<file path="src/include/itam_pkg.sv">
`default_nettype none
package itam_pkg;
   // Register byte offsets
   localparam int unsigned AXI_AW        = 8;
   localparam logic [7:0]  OFS_OWN0      = 8'h04;
   localparam logic [7:0]  OFS_TOC       = 8'h14;
   localparam logic [7:0]  OFS_OWN1      = 8'h18;
   localparam logic [7:0]  OFS_OWN2      = 8'h1c;
   localparam logic [7:0]  OFS_OWN3      = 8'h20;
   localparam logic [7:0]  OFS_MSK0      = 8'h24;
   localparam logic [7:0]  OFS_MSK1      = 8'h28;
   localparam logic [7:0]  OFS_MSK2      = 8'h2c;
   localparam logic [7:0]  OFS_MSK3      = 8'h30;
   localparam logic [7:0]  OFS_EVT       = 8'h38;
   localparam logic [7:0]  OFS_IST       = 8'h40;
   localparam logic [7:0]  OFS_ICL       = 8'h44;
   localparam logic [7:0]  OFS_IEN       = 8'h48;
   // Field positions
   localparam int unsigned TOC_FLAG_BIT  = 0;
   localparam int unsigned TOC_W         = 3;
   localparam int unsigned GC_BIT        = 0;
   localparam int unsigned ADR_MSB       = 7;
   localparam int unsigned ADR_LSB       = 1;
   localparam int unsigned EVT_FLAG_BIT  = 0;
   localparam int unsigned EVT_CODE_LSB  = 8;
   localparam int unsigned IRQ_TO        = 0;
   localparam int unsigned IRQ_HIT       = 1;
   localparam int unsigned IRQ_SE        = 2;
   localparam int unsigned IRQ_W         = 3;
   localparam int unsigned SLOTS         = 4;
   // Reset values and codes
   localparam logic [7:0]  REG_RST       = 8'h00;
   localparam logic [7:0]  NO_EVENT_CODE = 8'hf8;
   localparam logic [6:0]  GC_ADDR       = 7'h00;
   localparam logic [1:0]  RESP_OKAY     = 2'h0;
   localparam logic [1:0]  RESP_SLVERR   = 2'h2;
   // Timeout counter shape
   localparam int unsigned CNT_W         = 14;
   localparam int unsigned PRE_DIV       = 4;

   // Timeout control register layout
   typedef struct packed {
      logic enable;
      logic prescale;
      logic flag;
   } itam_toc_s;

   // Registered address recognition result
   typedef struct packed {
      logic       hit;
      logic       general_call;
      logic [1:0] slot;
   } itam_hit_s;
endpackage
`default_nettype wire

</file>
<file path="src/logic/itam_timeout.sv">
`default_nettype none
module itam_timeout #(
   parameter int unsigned CNT_W   = itam_pkg::CNT_W,
   parameter int unsigned PRE_DIV = itam_pkg::PRE_DIV
) (
   // Clock and reset
   input  wire logic             aclk,
   input  wire logic             aresetn,
   // Control
   input  wire logic             enable,
   input  wire logic             prescale,
   input  wire logic             serial_event,
   // Status
   output logic [CNT_W-1:0]      count,
   output logic                  overflow
);
   localparam int unsigned PRE_W = $clog2(PRE_DIV);

   logic [PRE_W-1:0] prescale_count;

   // Run gating and count tick
   wire run      = enable & ~serial_event;
   wire pre_last = prescale_count == PRE_W'(PRE_DIV - 1);
   wire tick     = run & (~prescale | pre_last);
   wire at_max   = count == {CNT_W{1'b1}};

   // Prescaler, counter and overflow pulse
   always_ff @(posedge aclk) begin
      if (!aresetn || !run) begin
         prescale_count <= '0;
         count          <= '0;
         overflow       <= 1'b0;
      end else begin
         prescale_count <= pre_last ? '0 : prescale_count + 1'b1;
         count          <= tick ? count + 1'b1 : count;
         overflow       <= tick & at_max;
      end
   end
endmodule // itam_timeout
`default_nettype wire

</file>
<file path="src/logic/itam_addr_match.sv">
`default_nettype none
module itam_addr_match (
   // Programmed slot
   input  wire logic [7:0] own_address,
   input  wire logic [7:0] address_mask,
   // Received address
   input  wire logic [6:0] rx_address,
   // Result
   output logic            own_hit,
   output logic            gc_hit
);
   // Masked compare and general call detect
   wire [6:0] diff = (rx_address ^ own_address[itam_pkg::ADR_MSB:itam_pkg::ADR_LSB])
                     & ~address_mask[itam_pkg::ADR_MSB:itam_pkg::ADR_LSB];
   wire       is_gc = rx_address == itam_pkg::GC_ADDR;
   assign own_hit = (diff == 7'h00) & ~is_gc;
   assign gc_hit  = is_gc & own_address[itam_pkg::GC_BIT];
endmodule // itam_addr_match
`default_nettype wire

</file>
<file path="src/logic/itam_top.sv">
// What this block does
// - Enable bit runs 14-bit counter while serial event flag clear
// - Serial event flag resets counter; restart after clear
// - Prescale bit divides counter input by four
// - Timeout sets flag bit, may interrupt
// - Own addresses ignored in master mode
// - Slave responds to any of four addresses
// - Address bit zero enables general call
// - Serial event flag set per state, except F8
// - Mask bit one makes address bit don't-care
`default_nettype none
module itam_top (
   // Clock and reset
   input  wire logic                       aclk,
   input  wire logic                       aresetn,
   // AXI4-Lite write address
   input  wire logic                       s_axi_awvalid,
   output logic                            s_axi_awready,
   input  wire logic [itam_pkg::AXI_AW-1:0] s_axi_awaddr,
   // AXI4-Lite write data
   input  wire logic                       s_axi_wvalid,
   output logic                            s_axi_wready,
   input  wire logic [31:0]                s_axi_wdata,
   input  wire logic [3:0]                 s_axi_wstrb,
   // AXI4-Lite write response
   output logic                            s_axi_bvalid,
   input  wire logic                       s_axi_bready,
   output logic [1:0]                      s_axi_bresp,
   // AXI4-Lite read address
   input  wire logic                       s_axi_arvalid,
   output logic                            s_axi_arready,
   input  wire logic [itam_pkg::AXI_AW-1:0] s_axi_araddr,
   // AXI4-Lite read data
   output logic                            s_axi_rvalid,
   input  wire logic                       s_axi_rready,
   output logic [31:0]                     s_axi_rdata,
   output logic [1:0]                      s_axi_rresp,
   // Controller side inputs
   input  wire logic                       master_mode,
   input  wire logic                       state_entered,
   input  wire logic [7:0]                 bus_state_code,
   input  wire logic                       rx_address_valid,
   input  wire logic [6:0]                 rx_address,
   // Controller side outputs
   output logic                            serial_event_flag,
   output logic                            timeout_flag,
   output itam_pkg::itam_hit_s             address_result,
   // Interrupt
   output logic                            irq
);
   // Register state
   logic [7:0]                      own_address [itam_pkg::SLOTS];
   logic [7:0]                      address_mask [itam_pkg::SLOTS];
   itam_pkg::itam_toc_s             timeout_control;
   logic [7:0]                      state_code;
   logic [itam_pkg::IRQ_W-1:0]      irq_status;
   logic [itam_pkg::IRQ_W-1:0]      irq_enable;

   // Write channel holding state
   logic                            aw_held;
   logic [itam_pkg::AXI_AW-1:0]     aw_addr;
   logic                            w_held;
   logic [31:0]                     w_data;
   logic                            w_low_lane;

   // Handshakes
   assign s_axi_awready = ~aw_held & ~s_axi_bvalid;
   assign s_axi_wready  = ~w_held & ~s_axi_bvalid;
   assign s_axi_arready = ~s_axi_rvalid;
   wire   aw_take       = s_axi_awvalid & s_axi_awready;
   wire   w_take        = s_axi_wvalid & s_axi_wready;
   wire   ar_take       = s_axi_arvalid & s_axi_arready;
   wire   do_write      = aw_held & w_held & ~s_axi_bvalid;

   // Write address decode
   wire wr_toc  = do_write & w_low_lane & (aw_addr == itam_pkg::OFS_TOC);
   wire wr_evt  = do_write & w_low_lane & (aw_addr == itam_pkg::OFS_EVT);
   wire wr_icl  = do_write & w_low_lane & (aw_addr == itam_pkg::OFS_ICL);
   wire wr_ien  = do_write & w_low_lane & (aw_addr == itam_pkg::OFS_IEN);
   wire [itam_pkg::SLOTS-1:0] wr_own;
   wire [itam_pkg::SLOTS-1:0] wr_msk;
   assign wr_own[0] = do_write & w_low_lane & (aw_addr == itam_pkg::OFS_OWN0);
   assign wr_own[1] = do_write & w_low_lane & (aw_addr == itam_pkg::OFS_OWN1);
   assign wr_own[2] = do_write & w_low_lane & (aw_addr == itam_pkg::OFS_OWN2);
   assign wr_own[3] = do_write & w_low_lane & (aw_addr == itam_pkg::OFS_OWN3);
   assign wr_msk[0] = do_write & w_low_lane & (aw_addr == itam_pkg::OFS_MSK0);
   assign wr_msk[1] = do_write & w_low_lane & (aw_addr == itam_pkg::OFS_MSK1);
   assign wr_msk[2] = do_write & w_low_lane & (aw_addr == itam_pkg::OFS_MSK2);
   assign wr_msk[3] = do_write & w_low_lane & (aw_addr == itam_pkg::OFS_MSK3);

   // Mapped check for write response
   wire wr_mapped = (aw_addr == itam_pkg::OFS_TOC) | (aw_addr == itam_pkg::OFS_EVT)
                  | (aw_addr == itam_pkg::OFS_ICL) | (aw_addr == itam_pkg::OFS_IEN)
                  | (aw_addr == itam_pkg::OFS_OWN0) | (aw_addr == itam_pkg::OFS_OWN1)
                  | (aw_addr == itam_pkg::OFS_OWN2) | (aw_addr == itam_pkg::OFS_OWN3)
                  | (aw_addr == itam_pkg::OFS_MSK0) | (aw_addr == itam_pkg::OFS_MSK1)
                  | (aw_addr == itam_pkg::OFS_MSK2) | (aw_addr == itam_pkg::OFS_MSK3)
                  | (aw_addr == itam_pkg::OFS_IST);

   // Write-one-to-clear requests; hardware sets win below
   wire clr_timeout = wr_toc & w_data[itam_pkg::TOC_FLAG_BIT];
   wire clr_event   = wr_evt & w_data[itam_pkg::EVT_FLAG_BIT];
   wire [itam_pkg::IRQ_W-1:0] clr_status = wr_icl ? w_data[itam_pkg::IRQ_W-1:0] : '0;

   // Write channel capture and response
   always_ff @(posedge aclk) begin
      if (!aresetn) begin
         aw_held      <= 1'b0;
         aw_addr      <= '0;
         w_held       <= 1'b0;
         w_data       <= '0;
         w_low_lane   <= 1'b0;
         s_axi_bvalid <= 1'b0;
         s_axi_bresp  <= itam_pkg::RESP_OKAY;
      end else begin
         if (aw_take) begin
            aw_held <= 1'b1;
            aw_addr <= s_axi_awaddr;
         end
         if (w_take) begin
            w_held     <= 1'b1;
            w_data     <= s_axi_wdata;
            w_low_lane <= s_axi_wstrb[0];
         end
         if (do_write) begin
            aw_held      <= 1'b0;
            w_held       <= 1'b0;
            s_axi_bvalid <= 1'b1;
            s_axi_bresp  <= wr_mapped ? itam_pkg::RESP_OKAY : itam_pkg::RESP_SLVERR;
         end else if (s_axi_bready) begin
            s_axi_bvalid <= 1'b0;
         end
      end
   end

   // Own address and mask storage
   always_ff @(posedge aclk) begin
      for (int i = 0; i < itam_pkg::SLOTS; i++) begin
         if (!aresetn) begin
            own_address[i]  <= itam_pkg::REG_RST;
            address_mask[i] <= itam_pkg::REG_RST;
         end else begin
            if (wr_own[i]) begin
               own_address[i] <= w_data[7:0];
            end
            if (wr_msk[i]) begin
               address_mask[i] <= {w_data[itam_pkg::ADR_MSB:itam_pkg::ADR_LSB], 1'b0};
            end
         end
      end
   end

   // Timeout counter
   logic timeout_overflow;
   itam_timeout #(
      .CNT_W   (itam_pkg::CNT_W),
      .PRE_DIV (itam_pkg::PRE_DIV)
   ) u_timeout (
      .aclk         (aclk),
      .aresetn      (aresetn),
      .enable       (timeout_control.enable),
      .prescale     (timeout_control.prescale),
      .serial_event (serial_event_flag),
      .count        (),
      .overflow     (timeout_overflow)
   );

   // Timeout control register, flag set beats clear
   always_ff @(posedge aclk) begin
      if (!aresetn) begin
         timeout_control <= itam_pkg::itam_toc_s'(itam_pkg::REG_RST[itam_pkg::TOC_W-1:0]);
      end else begin
         if (wr_toc) begin
            {timeout_control.enable, timeout_control.prescale} <= w_data[itam_pkg::TOC_W-1:itam_pkg::TOC_FLAG_BIT+1];
         end
         if (timeout_overflow) begin
            timeout_control.flag <= 1'b1;
         end else if (clr_timeout) begin
            timeout_control.flag <= 1'b0;
         end
      end
   end
   assign timeout_flag = timeout_control.flag;

   // Serial event flag and captured state code
   wire state_event = state_entered & (bus_state_code != itam_pkg::NO_EVENT_CODE);
   always_ff @(posedge aclk) begin
      if (!aresetn) begin
         serial_event_flag <= 1'b0;
         state_code        <= itam_pkg::NO_EVENT_CODE;
      end else begin
         if (state_entered) begin
            state_code <= bus_state_code;
         end
         if (state_event) begin
            serial_event_flag <= 1'b1;
         end else if (clr_event) begin
            serial_event_flag <= 1'b0;
         end
      end
   end

   // Four address comparators
   wire [itam_pkg::SLOTS-1:0] own_hit;
   wire [itam_pkg::SLOTS-1:0] gc_hit;
   for (genvar g = 0; g < itam_pkg::SLOTS; g++) begin : g_slot
      itam_addr_match u_match (
         .own_address  (own_address[g]),
         .address_mask (address_mask[g]),
         .rx_address   (rx_address),
         .own_hit      (own_hit[g]),
         .gc_hit       (gc_hit[g])
      );
   end

   // Lowest slot wins; master mode suppresses recognition
   wire       slave_look = rx_address_valid & ~master_mode;
   wire       any_own    = |own_hit;
   wire       any_gc     = |gc_hit;
   wire [3:0] sel_vec    = any_own ? own_hit : gc_hit;
   wire [1:0] sel_slot   = sel_vec[0] ? 2'h0 : sel_vec[1] ? 2'h1 : sel_vec[2] ? 2'h2 : 2'h3;
   wire       match_now  = slave_look & (any_own | any_gc);

   // Registered recognition result, one-cycle hit
   always_ff @(posedge aclk) begin
      if (!aresetn) begin
         address_result <= '0;
      end else begin
         address_result.hit <= match_now;
         if (match_now) begin
            address_result.general_call <= ~any_own;
            address_result.slot         <= sel_slot;
         end
      end
   end

   // Interrupt status, enable and output
   wire [itam_pkg::IRQ_W-1:0] irq_set;
   assign irq_set[itam_pkg::IRQ_TO]  = timeout_overflow;
   assign irq_set[itam_pkg::IRQ_HIT] = match_now;
   assign irq_set[itam_pkg::IRQ_SE]  = state_event;
   always_ff @(posedge aclk) begin
      if (!aresetn) begin
         irq_status <= '0;
         irq_enable <= '0;
      end else begin
         irq_status <= irq_set | (irq_status & ~clr_status);
         if (wr_ien) begin
            irq_enable <= w_data[itam_pkg::IRQ_W-1:0];
         end
      end
   end
   assign irq = |(irq_status & irq_enable);

   // Read data selection
   wire [itam_pkg::AXI_AW-1:0] ra = s_axi_araddr;
   wire        rd_ist = ra == itam_pkg::OFS_IST;
   wire        rd_ien = ra == itam_pkg::OFS_IEN;
   wire        rd_icl = ra == itam_pkg::OFS_ICL;
   wire [31:0] rd_evt = {16'h0000, state_code, 7'h00, serial_event_flag};
   wire [31:0] rd_data =
        (ra == itam_pkg::OFS_OWN0) ? {24'h000000, own_address[0]}  :
        (ra == itam_pkg::OFS_OWN1) ? {24'h000000, own_address[1]}  :
        (ra == itam_pkg::OFS_OWN2) ? {24'h000000, own_address[2]}  :
        (ra == itam_pkg::OFS_OWN3) ? {24'h000000, own_address[3]}  :
        (ra == itam_pkg::OFS_MSK0) ? {24'h000000, address_mask[0]} :
        (ra == itam_pkg::OFS_MSK1) ? {24'h000000, address_mask[1]} :
        (ra == itam_pkg::OFS_MSK2) ? {24'h000000, address_mask[2]} :
        (ra == itam_pkg::OFS_MSK3) ? {24'h000000, address_mask[3]} :
        (ra == itam_pkg::OFS_TOC)  ? {29'h00000000, timeout_control} :
        (ra == itam_pkg::OFS_EVT)  ? rd_evt :
        rd_ist                     ? {29'h00000000, irq_status} :
        rd_ien                     ? {29'h00000000, irq_enable} : 32'h00000000;
   wire rd_mapped = (ra == itam_pkg::OFS_OWN0) | (ra == itam_pkg::OFS_OWN1)
                  | (ra == itam_pkg::OFS_OWN2) | (ra == itam_pkg::OFS_OWN3)
                  | (ra == itam_pkg::OFS_MSK0) | (ra == itam_pkg::OFS_MSK1)
                  | (ra == itam_pkg::OFS_MSK2) | (ra == itam_pkg::OFS_MSK3)
                  | (ra == itam_pkg::OFS_TOC) | (ra == itam_pkg::OFS_EVT)
                  | rd_ist | rd_ien | rd_icl;

   // Read channel
   always_ff @(posedge aclk) begin
      if (!aresetn) begin
         s_axi_rvalid <= 1'b0;
         s_axi_rdata  <= '0;
         s_axi_rresp  <= itam_pkg::RESP_OKAY;
      end else if (ar_take) begin
         s_axi_rvalid <= 1'b1;
         s_axi_rdata  <= rd_data;
         s_axi_rresp  <= rd_mapped ? itam_pkg::RESP_OKAY : itam_pkg::RESP_SLVERR;
      end else if (s_axi_rready) begin
         s_axi_rvalid <= 1'b0;
      end
   end
endmodule // itam_top
`default_nettype wire

</file>
<file path="config.mk">
export PLATFORM = sky130hd
export DESIGN_NAME = itam_top
export DESIGN_NICKNAME = d
export VERILOG_FILES = /design/src/include/itam_pkg.sv /design/src/logic/itam_timeout.sv /design/src/logic/itam_addr_match.sv /design/src/logic/itam_top.sv
export SDC_FILE = /design/constraint.sdc
export NUM_CORES = 1
export LEC_CHECK = 0
export BUFFER_PORTS_ARGS = -buffer_cell sky130_fd_sc_hd__clkbuf_2
export CAP_MARGIN = 20
export CELL_PAD_IN_SITES_DETAIL_PLACEMENT = 1
export CELL_PAD_IN_SITES_GLOBAL_PLACEMENT = 2
export CORE_MARGIN = 10
export CORE_UTILIZATION = 37
export CTS_CLUSTER_DIAMETER = 80
export DETAILED_ROUTE_END_ITERATION = 10
export GPL_ROUTABILITY_DRIVEN = 0
export PLACE_DENSITY_LB_ADDON = 0.1
export SLEW_MARGIN = 10
export SYNTH_ARGS = -nofsm -noshare
export SYNTH_HDL_FRONTEND = slang
export SYNTH_SLANG_ARGS = --single-unit
</file>
<file path="constraint.sdc">
create_clock -name aclk -period 4.4 [get_ports aclk]
set_input_delay 0.44 -clock aclk [delete_from_list [all_inputs] [get_ports aclk]]
set_output_delay 0.44 -clock aclk [all_outputs]
set_load 0.03 [all_outputs]
</file>
==> run summary, run 1 <==
Slowest cell on the critical path -> o21ai_0
Synth Cell Area -> 0.00687 mm^2
Share of layout cells above drive strength 1 -> 17.5%
Rows -> 49
Fill cell count -> 2062
Clk buf depth -> 2
Clock Latency Late Sink -> 430 ps
Flop pwr share -> 42.5%
Number of global-route vias before repair -> 5926
CTS Sinks -> 138
Synthesis Warnings -> 0
Hpwl dp -> 16.7 mm
Overflow after GRT -> 0
Max_slew headroom -> 29.7%
Ys flop type -> dfxtp_1
Port Buffers -> 79
CP delay by family, top -> simple AND/OR/NAND/NOR gates
Worst hold path class -> in -> reg
Pint -> 2.54 mW
Slew Limit Fails -> 0
Synth cell types -> 66
Die extent in x -> 156 um
Starting density of the core -> 37.9%
TritonRoute pass-1 iters -> 4
Die H -> 156 um
FF/Latch Area -> 0.00336 mm^2
Required time worst endpoint -> 4450 ps
Syn avg cell area -> 9.66 um^2
Post-synth EDFFs -> 60
Worst setup EP type -> flop
CP startpoint kind -> flop
Post-DR vias/cell -> 5.47
Ys async rst share -> 0%
Fin crit share -> 55.6%
Fmax -> 409 MHz
Final Hold Fails -> 0
Worst-Margin Slew -> 1040 ps
Crit path DAT -> 2490 ps
Cells after synthesis -> 711
Proportion of power drawn by combinational gates -> 8.6%
Fin cells -> 1025
Number of buffers created by CTS -> 17
CTS root buffer -> clkbuf_16
Buf+Inv Stages, Crit Path -> 0
Routed WL per cell -> 21.5 um
Post-layout nets -> 862
Total core area -> 0.0181 mm^2
Power Dens Cells -> 419 mW/mm^2
Final instance area -> 0.00805 mm^2
Postcts setup bufs -> 0
Setup Skew -> 10.9 ps
Synth top cells by count -> 78 x dfxtp_1, 66 x nor2_1, 60 x and2_1, 60 x edfxtp_1, 59 x nand2_1
Setup TNS -> 0 ps
Largest net degree at the start of global routing -> 47
Io pins -> 125
Clock slew at reported path FFs -> 60 ps
# H-tree levels -> 4
Util after Layout -> 44.4%
Final Routed Wirelength -> 22.1 mm
Multi-input gate area -> 0.00322 mm^2
Peak VDD IR -> 0.000271 V
Final setup fails -> 0
Max FO, Critical Path -> 7
Global-route wire length before repair -> 34.3 mm
Placed cells -> 989
Pleak -> 3.10 nW
Initial antenna violation count -> 0
Vias -> 5605
Status -> completed
Net switching power -> 0.830 mW
Worst-path cell chain -> nor3_1, nand2b_1, or3_1, o21ai_0
Die area -> 0.0244 mm^2
Initial DRC count -> 339
Min Hold Slack -> 195 ps
Synth area leaders -> edfxtp_1 26%, dfxtp_1 23%, and2_1 5.5%, mux2i_1 4.1%, xnor2_1 4.0%
Post-synth top area cell -> edfxtp_1
Post_cts resized -> 0
Antenna viol nets, final -> 0
Synth Register Bits -> 138
DRC -> 0
Crit path kind -> reg -> reg
Most frequent cell after synthesis -> dfxtp_1
Sequential cell area fraction in the yosys report -> 48.9%
Sw Share -> 24.6%
Unrepaired setup endpoints after global routing -> no
Clock power share -> 48.9%
TritonCTS clock tree -> yes
Area delta synth->final -> 17.2%
Placed inst area -> 0.00736 mm^2
Crit path time final -> 2450 ps
Diode count -> 0
GRT Total Usage -> 18.2%
CTS Hold Bufs -> 0
Worst path max stage delay -> 800 ps
Top cell type's share of synthesized area -> 26.2%
Max_cap viols -> 0
-- power by group through the flow --
stage,registers [mW],clock network (mW),logic [mW]
finish,1.43,1.65,0.290
global route,1.44,1.72,0.318
CTS,1.44,1.67,0.289
detailed placement,1.46,0,0.288
global placement,1.46,0,0.282
floorplan,1.45,0,0.206
-- sequential cells by signal, summed over array words and instances, names as in the netlist, 3 cells and up --
| signal | cells |
|---|---|
| irq_status | 3 |
| state_code | 8 |
| address_mask | 28 |
| own_address | 32 |
| s_axi_rdata | 16 |
| u_timeout.count | 14 |
| irq_enable | 3 |
| w_data | 8 |
| address_result | 4 |
| aw_addr | 8 |
-- layout by cell type, fill, tap and decap left out, drive strengths merged, types with 9 or more instances in the layout --
master  count
clkbuf     99
dfxtp      78
nor2       66
and2       60
edfxtp     60
nand2      59
o21ai      33
a21oi      33
xnor2      31
mux2i      28
nand3      22
o22ai      20
conb       18
nor3       15
inv        15
a22oi      10
nor2b       9
a21o        9
buf         9
nor4        9
-- worst reg2reg max path: stages (launching register included) --
cell	delay, ps
dfxtp_1	350
nor3_1	340
nand2b_1	200
or3_1	380
o21ai_0	800
-- layer usage --
metal | GRT usage, % | routed length (um)
met1 | 21.8 | 9560
met3 | 3.97 | 1020
met2 | 31.0 | 10800
met5 | 0 | 0
met4 | 7.73 | 665
-- cell families (layout without fill, tap and decap cells) --
| kind of cell | count (synthesis) | after routing | share of synthesized area (%) |
|---|---|---|---|
| AND/OR/NAND/NOR | 289 | 289 | 22.4 |
| flip-flops | 138 | 138 | 48.9 |
| buffers and inverters | 66 | 134 | 5.23 |
| XOR/XNOR | 39 | 39 | 4.97 |
| multiplexers | 29 | 29 | 4.24 |
| other | 1 | 18 | 0.0546 |
| adder cells (fa/ha/maj) | 2 | 2 | 0.364 |
| AO/OA/AOI/OAI | 147 | 147 | 13.8 |
-- final cells by class --
cell class | instances | area share [%]
inverters | 12 | 0.559
well taps | 229 | 3.56
multi-input cells | 524 | 40.0
clock inverters | 14 | 3.00
repair buffers | 90 | 5.81
clock buffers | 18 | 5.33
flip-flops and latches | 138 | 41.8
-- path summary, 6_finish.rpt --
check	start	to	slack, ps	depth (start not counted)
min reg2reg	u_timeout.prescale_count[0]	u_timeout.prescale_count[0]	430	1
max reg2reg	aw_addr[0]	address_mask[3][6]	1950	4
min	s_axi_rready	s_axi_rvalid	190	2
max	aw_addr[0]	address_mask[3][6]	1950	4
-- stage by stage --
| stage | setup slack [ps] | power (mW) |
|---|---|---|
| after global routing | 1740 | 3.48 |
| after global placement | 1770 | 1.74 |
| after CTS | 1950 | 3.40 |
| final | 1950 | 3.37 |
| after detailed placement | 1720 | 1.75 |
| after floorplan | 2260 | 1.65 |
No activity file was read; power rests on OpenSTA's default activity.
==> run 2, diff against run 1 <==
CORE_UTILIZATION = 31   (was 37)
clock period = 2.1 ns   (was 4.4 ns; I/O delays follow)
==> run summary, run 2 (synthesis results as in run 1) <==
Worst Slack Setup Final -> 143 ps (-1810 ps)
Global-route wire length before repair -> 36.1 mm (+5.2%)
Placed cells -> 1098 (+11%)
Total core area -> 0.0218 mm^2 (+20%)
Die H -> 169 um (+8.1%)
Port Buffers -> 79 (unchanged)
CTS Sinks -> 138 (unchanged)
Share of layout cells above drive strength 1 -> 22.4% (+4.9 points)
Rows -> 54 (+10%)
Die extent in x -> 169 um (+8.1%)
Setup Skew -> 15.7 ps (+4.83 ps)
Commonest non-fill, non-tap cell in the layout -> clkbuf_2
Worst-Margin Slew -> 661 ps (-384 ps)
Min Hold Slack -> 10.3 ps (-184 ps)
Fin crit share -> 93.2% (+38 points)
Hold EP -> w_data[6]
Final setup fails -> 0 (unchanged)
Routed WL per cell -> 20.2 um (-6.3%)
Largest regs -> own_address x32, address_mask x28, s_axi_rdata x16
Slew Limit Fails -> 0 (unchanged)
Fill cell count -> 2544 (+23%)
Crit path time final -> 1960 ps (-489 ps)
Vias -> 5762 (+2.8%)
Unrepaired setup endpoints after global routing -> no
Peak VDD IR -> 0.000378 V (+40%)
Initial antenna violation count -> 0 (unchanged)
Overflow after GRT -> 0 (unchanged)
DRC -> 0 (unchanged)
Clk buf depth -> 2 (unchanged)
Multi-input gate area -> 0.00323 mm^2 (+0.27%)
GRT Total Usage -> 16.2% (-2.0 points)
Fmax -> 511 MHz (+25%)
Die area -> 0.0285 mm^2 (+17%)
Io pins -> 125 (unchanged)
Worst R2R Start -> own_address[2][5]
Flip-flop count of the largest register after layout -> 32 (unchanged)
Worst hold path depth -> 3 (+1)
Diode count -> 0 (unchanged)
Status -> completed
Crit path DAT -> 2310 ps (-180 ps)
Post-DR vias/cell -> 5.09 (-7.0%)
Setup WS pre-CTS -> -90.6 ps (-1810 ps)
Worst Reg2Reg Path Length in Cells -> 7 (+3)
Hold Crit Start -> s_axi_wdata[6]
Final Hold Fails -> 0 (unchanged)
Most frequent cells in the layout -> 79 x clkbuf_2, 78 x dfxtp_1, 66 x nor2_1, 65 x buf_4
Reg2reg setup slack -> 140 ps (-1810 ps)
Clock Latency Late Sink -> 430 ps (about the same)
Power Dens Cells -> 790 mW/mm^2 (+89%)
TritonCTS clock tree -> yes
Sw Share -> 26.5% (+1.9 points)
# H-tree levels -> 4 (unchanged)
Max_cap viols -> 0 (unchanged)
CTS root buffer -> clkbuf_16
Reg with most FFs -> own_address
Worst setup path startpoint -> own_address[2][5]
Required time worst endpoint -> 2450 ps (-2000 ps)
Crit path kind -> reg -> reg
Setup TNS -> 0 ps (unchanged)
Proportion of power drawn by combinational gates -> 10.3% (+1.7 points)
Pint -> 4.93 mW (+94%)
Hpwl dp -> 18.1 mm (+8.7%)
Largest net degree at the start of global routing -> 35 (-26%)
Clock power share -> 45.0% (-3.9 points)
Reg-to-reg endpoint -> address_result[1]
TritonRoute pass-1 iters -> 5 (+1)
Pleak -> 3.34 nW (+7.9%)
Flop pwr share -> 44.7% (+2.2 points)
Net switching power -> 1.78 mW (+110%)
Max FO, Critical Path -> 4 (-3)
Worst setup EP type -> flop
FF/Latch Area -> 0.00336 mm^2 (unchanged)
Number of global-route vias before repair -> 6253 (+5.5%)
Starting density of the core -> 31.5% (-6.4 points)
Initial DRC count -> 282 (-17%)
Fin cells -> 1133 (+11%)
Post-layout nets -> 919 (+6.6%)
Clock slew at reported path FFs -> 60 ps (about the same)
Antenna viol nets, final -> 0 (unchanged)
Number of buffers created by CTS -> 17 (unchanged)
Overall Power -> 6.71 mW (+99%)
Max_slew headroom -> 55.4% (+26 points)
Worst hold path class -> in -> reg
Area delta synth->final -> 23.5%
Final Routed Wirelength -> 22.9 mm (+3.5%)
CP startpoint kind -> flop
==> run 2: cell types whose count changed in the layout (fill, tap and decap cells not counted), sizes merged <==
cell         previous run  this run
buf                     9        65
bufinv                  6         2
inv                    15        19
dlygate4sd3             0         3
clkbuf                 99        97
clkinv                  3         4
clkinvlp                2         1
==> run 2: worst max-delay path, cell delays in order (launching register included) <==
cell,delay [ps]
edfxtp_1,440
xnor2_1,200
o22ai_1,110
nor4_1,400
buf_4,210
nor4_4,60
a21oi_2,270
mux2i_1,210
==> run 2: how the worst max path moves through the flow <==
stage                                    end  slack (ps)  cells after the start
after floorplan            own_address[3][0]          80                      4
after global placement         irq_status[1]         -60                      8
after detailed placement       irq_status[1]         -90                      8
after CTS                  address_result[0]          30                      8
after global routing      address_mask[3][3]          10                      5
final                      address_result[1]         140                      7
==> run 2: area by class of cell <==
class | instances | area share (%)
clock buffers | 18 | 5.06
clock inverters | 14 | 1.87
inverters | 12 | 0.531
multi-input cells | 524 | 38.0
flip-flops and latches | 138 | 39.6
well taps | 280 | 4.13
repair buffers | 147 | 10.8
==> run 2: layer usage <==
layer / GRT usage, % / up-vias / share of wire [%]
met5: 0 / - / 0
met4: 6.43 / 0 / 3.0
met3: 3.94 / 36 / 4.7
met2: 27.4 / 134 / 49
met1: 19.4 / 2825 / 43
li1: - / 2767 / -
==> run 2: metrics by stage <==
step	util, %	instance area [um^2]
final	38.9	8490
after global routing	38.9	8490
after CTS	38.8	8470
after detailed placement	36.0	7860
after global placement	36.0	7860
after floorplan	-	6940
==> run 2: what timing repair did <==
| action | CTS | global route |
|---|---|---|
| endpoints found under the hold margin | 2 | 1 |
| setup endpoints to repair | 0 | 2 |
| hold buffers | 2 | 1 |
| resized for setup | 0 | 2 |
| buffers inserted | 0 | 0 |
==> run 2: power groups by stage <==
stage / sequential, mW / clock (mW) / combinational (mW)
final: 3.00 / 3.02 / 0.694
after global routing: 3.01 / 3.21 / 0.761
after CTS: 3.00 / 3.08 / 0.695
after detailed placement: 3.06 / 0 / 0.689
after global placement: 3.05 / 0 / 0.678
after floorplan: 3.03 / 0 / 0.432
==> run 3, diff against run 2 <==
CORE_UTILIZATION = 37   (was 31)
GPL_ROUTABILITY_DRIVEN = unset   (was 0)
clock period = 2.49 ns   (was 2.1 ns; I/O delays follow)
==> run summary, run 3 (synthesis results as in run 1) <==
Global-route wire length before repair -> 35.0 mm (-2.8%)
Diode count -> 0 (unchanged)
Crit path kind -> reg -> reg
Io pins -> 125 (unchanged)
Most frequent cells in the layout -> 79 x clkbuf_2, 78 x dfxtp_1, 66 x nor2_1, 60 x and2_1, 60 x edfxtp_1
Number of global-route vias before repair -> 6146 (-1.7%)
Largest regs -> own_address x32, address_mask x28, s_axi_rdata x16
CP startpoint kind -> flop
Flop pwr share -> 45.1% (+0.4 points)
Clock slew at reported path FFs -> 60 ps (about the same)
Die area -> 0.0244 mm^2 (-14%)
Clock power share -> 45.3% (+0.3 points)
Area delta synth->final -> 18.8%
Crit path DAT -> 2530 ps (+220 ps)
Number of buffers created by CTS -> 17 (unchanged)
Reg with most FFs -> own_address
Post-layout nets -> 886 (-3.6%)
Initial antenna violation count -> 0 (unchanged)
Final Hold Fails -> 0 (unchanged)
Max_slew headroom -> 52.8% (-2.6 points)
Postcts setup bufs -> 0 (unchanged)
Power Dens Cells -> 689 mW/mm^2 (-13%)
Hpwl dp -> 17.3 mm (-4.8%)
Worst-Margin Slew -> 702 ps (+41.5 ps)
Pleak -> 3.18 nW (-4.9%)
Proportion of power drawn by combinational gates -> 9.6% (-0.7 points)
Post-DR vias/cell -> 5.45 (+7.1%)
Total core area -> 0.0181 mm^2 (-17%)
Worst setup EP type -> flop
Peak VDD IR -> 0.000474 V (+25%)
CTS Hold Bufs -> 0 (-2)
Fmax -> 459 MHz (-10%)
Clock Latency Late Sink -> 430 ps (about the same)
Max_cap viols -> 0 (unchanged)
Post_cts resized -> 0 (unchanged)
Final Routed Wirelength -> 22.3 mm (-2.3%)
Final setup fails -> 0 (unchanged)
Rows -> 49 (-9.3%)
Setup TNS -> 0 ps (unchanged)
Vias -> 5712 (-0.87%)
Fin crit share -> 87.6% (-5.6 points)
RePlAce Congestion -> 0.929
Crit path time final -> 2180 ps (+223 ps)
Net switching power -> 1.50 mW (-16%)
Slew Limit Fails -> 0 (unchanged)
DRC -> 0 (unchanged)
Sw Share -> 26.6% (+0.12 points)
Starting density of the core -> 37.9% (+6.4 points)
Flip-flop count of the largest register after layout -> 32 (unchanged)
Status -> completed
GRT Total Usage -> 18.5% (+2.3 points)
Routed WL per cell -> 21.3 um (+5.5%)
Clk buf depth -> 2 (unchanged)
Required time worst endpoint -> 2840 ps (+390 ps)
Die extent in x -> 156 um (-7.5%)
Worst hold path class -> in -> reg
Die H -> 156 um (-7.5%)
Largest net degree at the start of global routing -> 36 (+2.9%)
Port Buffers -> 79 (unchanged)
Commonest non-fill, non-tap cell in the layout -> clkbuf_2
Overflow after GRT -> 0 (unchanged)
Reg2reg setup slack -> 310 ps (+170 ps)
TritonRoute pass-1 iters -> 5 (unchanged)
Max FO, Critical Path -> 4 (unchanged)
Unrepaired setup endpoints after global routing -> no
CTS root buffer -> clkbuf_16
Initial DRC count -> 311 (+10%)
Min Hold Slack -> 21.9 ps (+11.6 ps)
Share of layout cells above drive strength 1 -> 19.9% (-2.5 points)
Pint -> 4.13 mW (-16%)
Setup Skew -> 10.9 ps (-4.86 ps)
CTS Sinks -> 138 (unchanged)
Antenna viol nets, final -> 0 (unchanged)
Util after Layout -> 45.0% (+6.1 points)
# H-tree levels -> 4 (unchanged)
TritonCTS clock tree -> yes
## run 3: changes by cell type in the layout (fill, tap and decap cells not counted)
cell / delta
nor4_4: -1
inv_6: -3
inv_8: -1
nor4_2: +1
o21ai_1: -2
buf_4: -30
clkinv_1: -2
clkinv_4: +5
dlygate4sd3_1: -3
o21ai_0: +2
clkinvlp_4: +1
## run 3: path summary, 6_finish.rpt
check | startpoint | cells past startpoint | endpoint
worst min register to register | u_timeout.prescale_count[0] | 1 | u_timeout.prescale_count[0]
worst max register to register | own_address[1][6] | 6 | address_result[0]
worst min-delay path | s_axi_rready | 2 | s_axi_rvalid
worst max-delay path | own_address[1][6] | 6 | address_result[0]
## run 3: critical path: stages (launching register included)
cell and delay [ps]:
edfxtp_1 410, xnor2_1 230, o22ai_1 160, nor4_2 680, nor4_4 140, a21oi_2 270
mux2i_1 210
## run 3: power by group through the flow
stage | clock network (mW) | logic, mW | registers (mW)
floorplan | 0 | 0.364 | 2.56
global placement | 0 | 0.527 | 2.58
detailed placement | 0 | 0.540 | 2.58
CTS | 2.60 | 0.544 | 2.54
global route | 2.69 | 0.593 | 2.55
finish | 2.55 | 0.541 | 2.54
## run 3: metrics by stage
step | setup slack, ps | power (mW) | instances | instance area, um^2
global placement | 296 | 3.11 | 1017 | 7570
detailed placement | 260 | 3.12 | 1017 | 7570
finish | 310 | 5.63 | 1049 | 8170
global route | 204 | 5.83 | 1049 | 8170
CTS | 289 | 5.68 | 1049 | 8170
floorplan | 354 | 2.92 | 728 | 6940
## run 3: cell type report
type	instances	area, um^2
Fill cell	2077	9980
Sequential cell	138	3360
Multi-Input combinational cell	524	3220
Timing Repair Buffer	114	658
Clock buffer	18	429
Tap cell	229	287
Clock inverter	14	165
Inverter	12	45.0
## run 3: metal layers
| layer | GRT usage, % | wire length, um | share of wire (%) |
|---|---|---|---|
| met1 | 21.3 | 9280 | 42 |
| met2 | 32.5 | 11300 | 50 |
| met3 | 4.39 | 1190 | 5.3 |
| met4 | 7.55 | 624 | 2.8 |
| met5 | 0 | 0 | 0 |
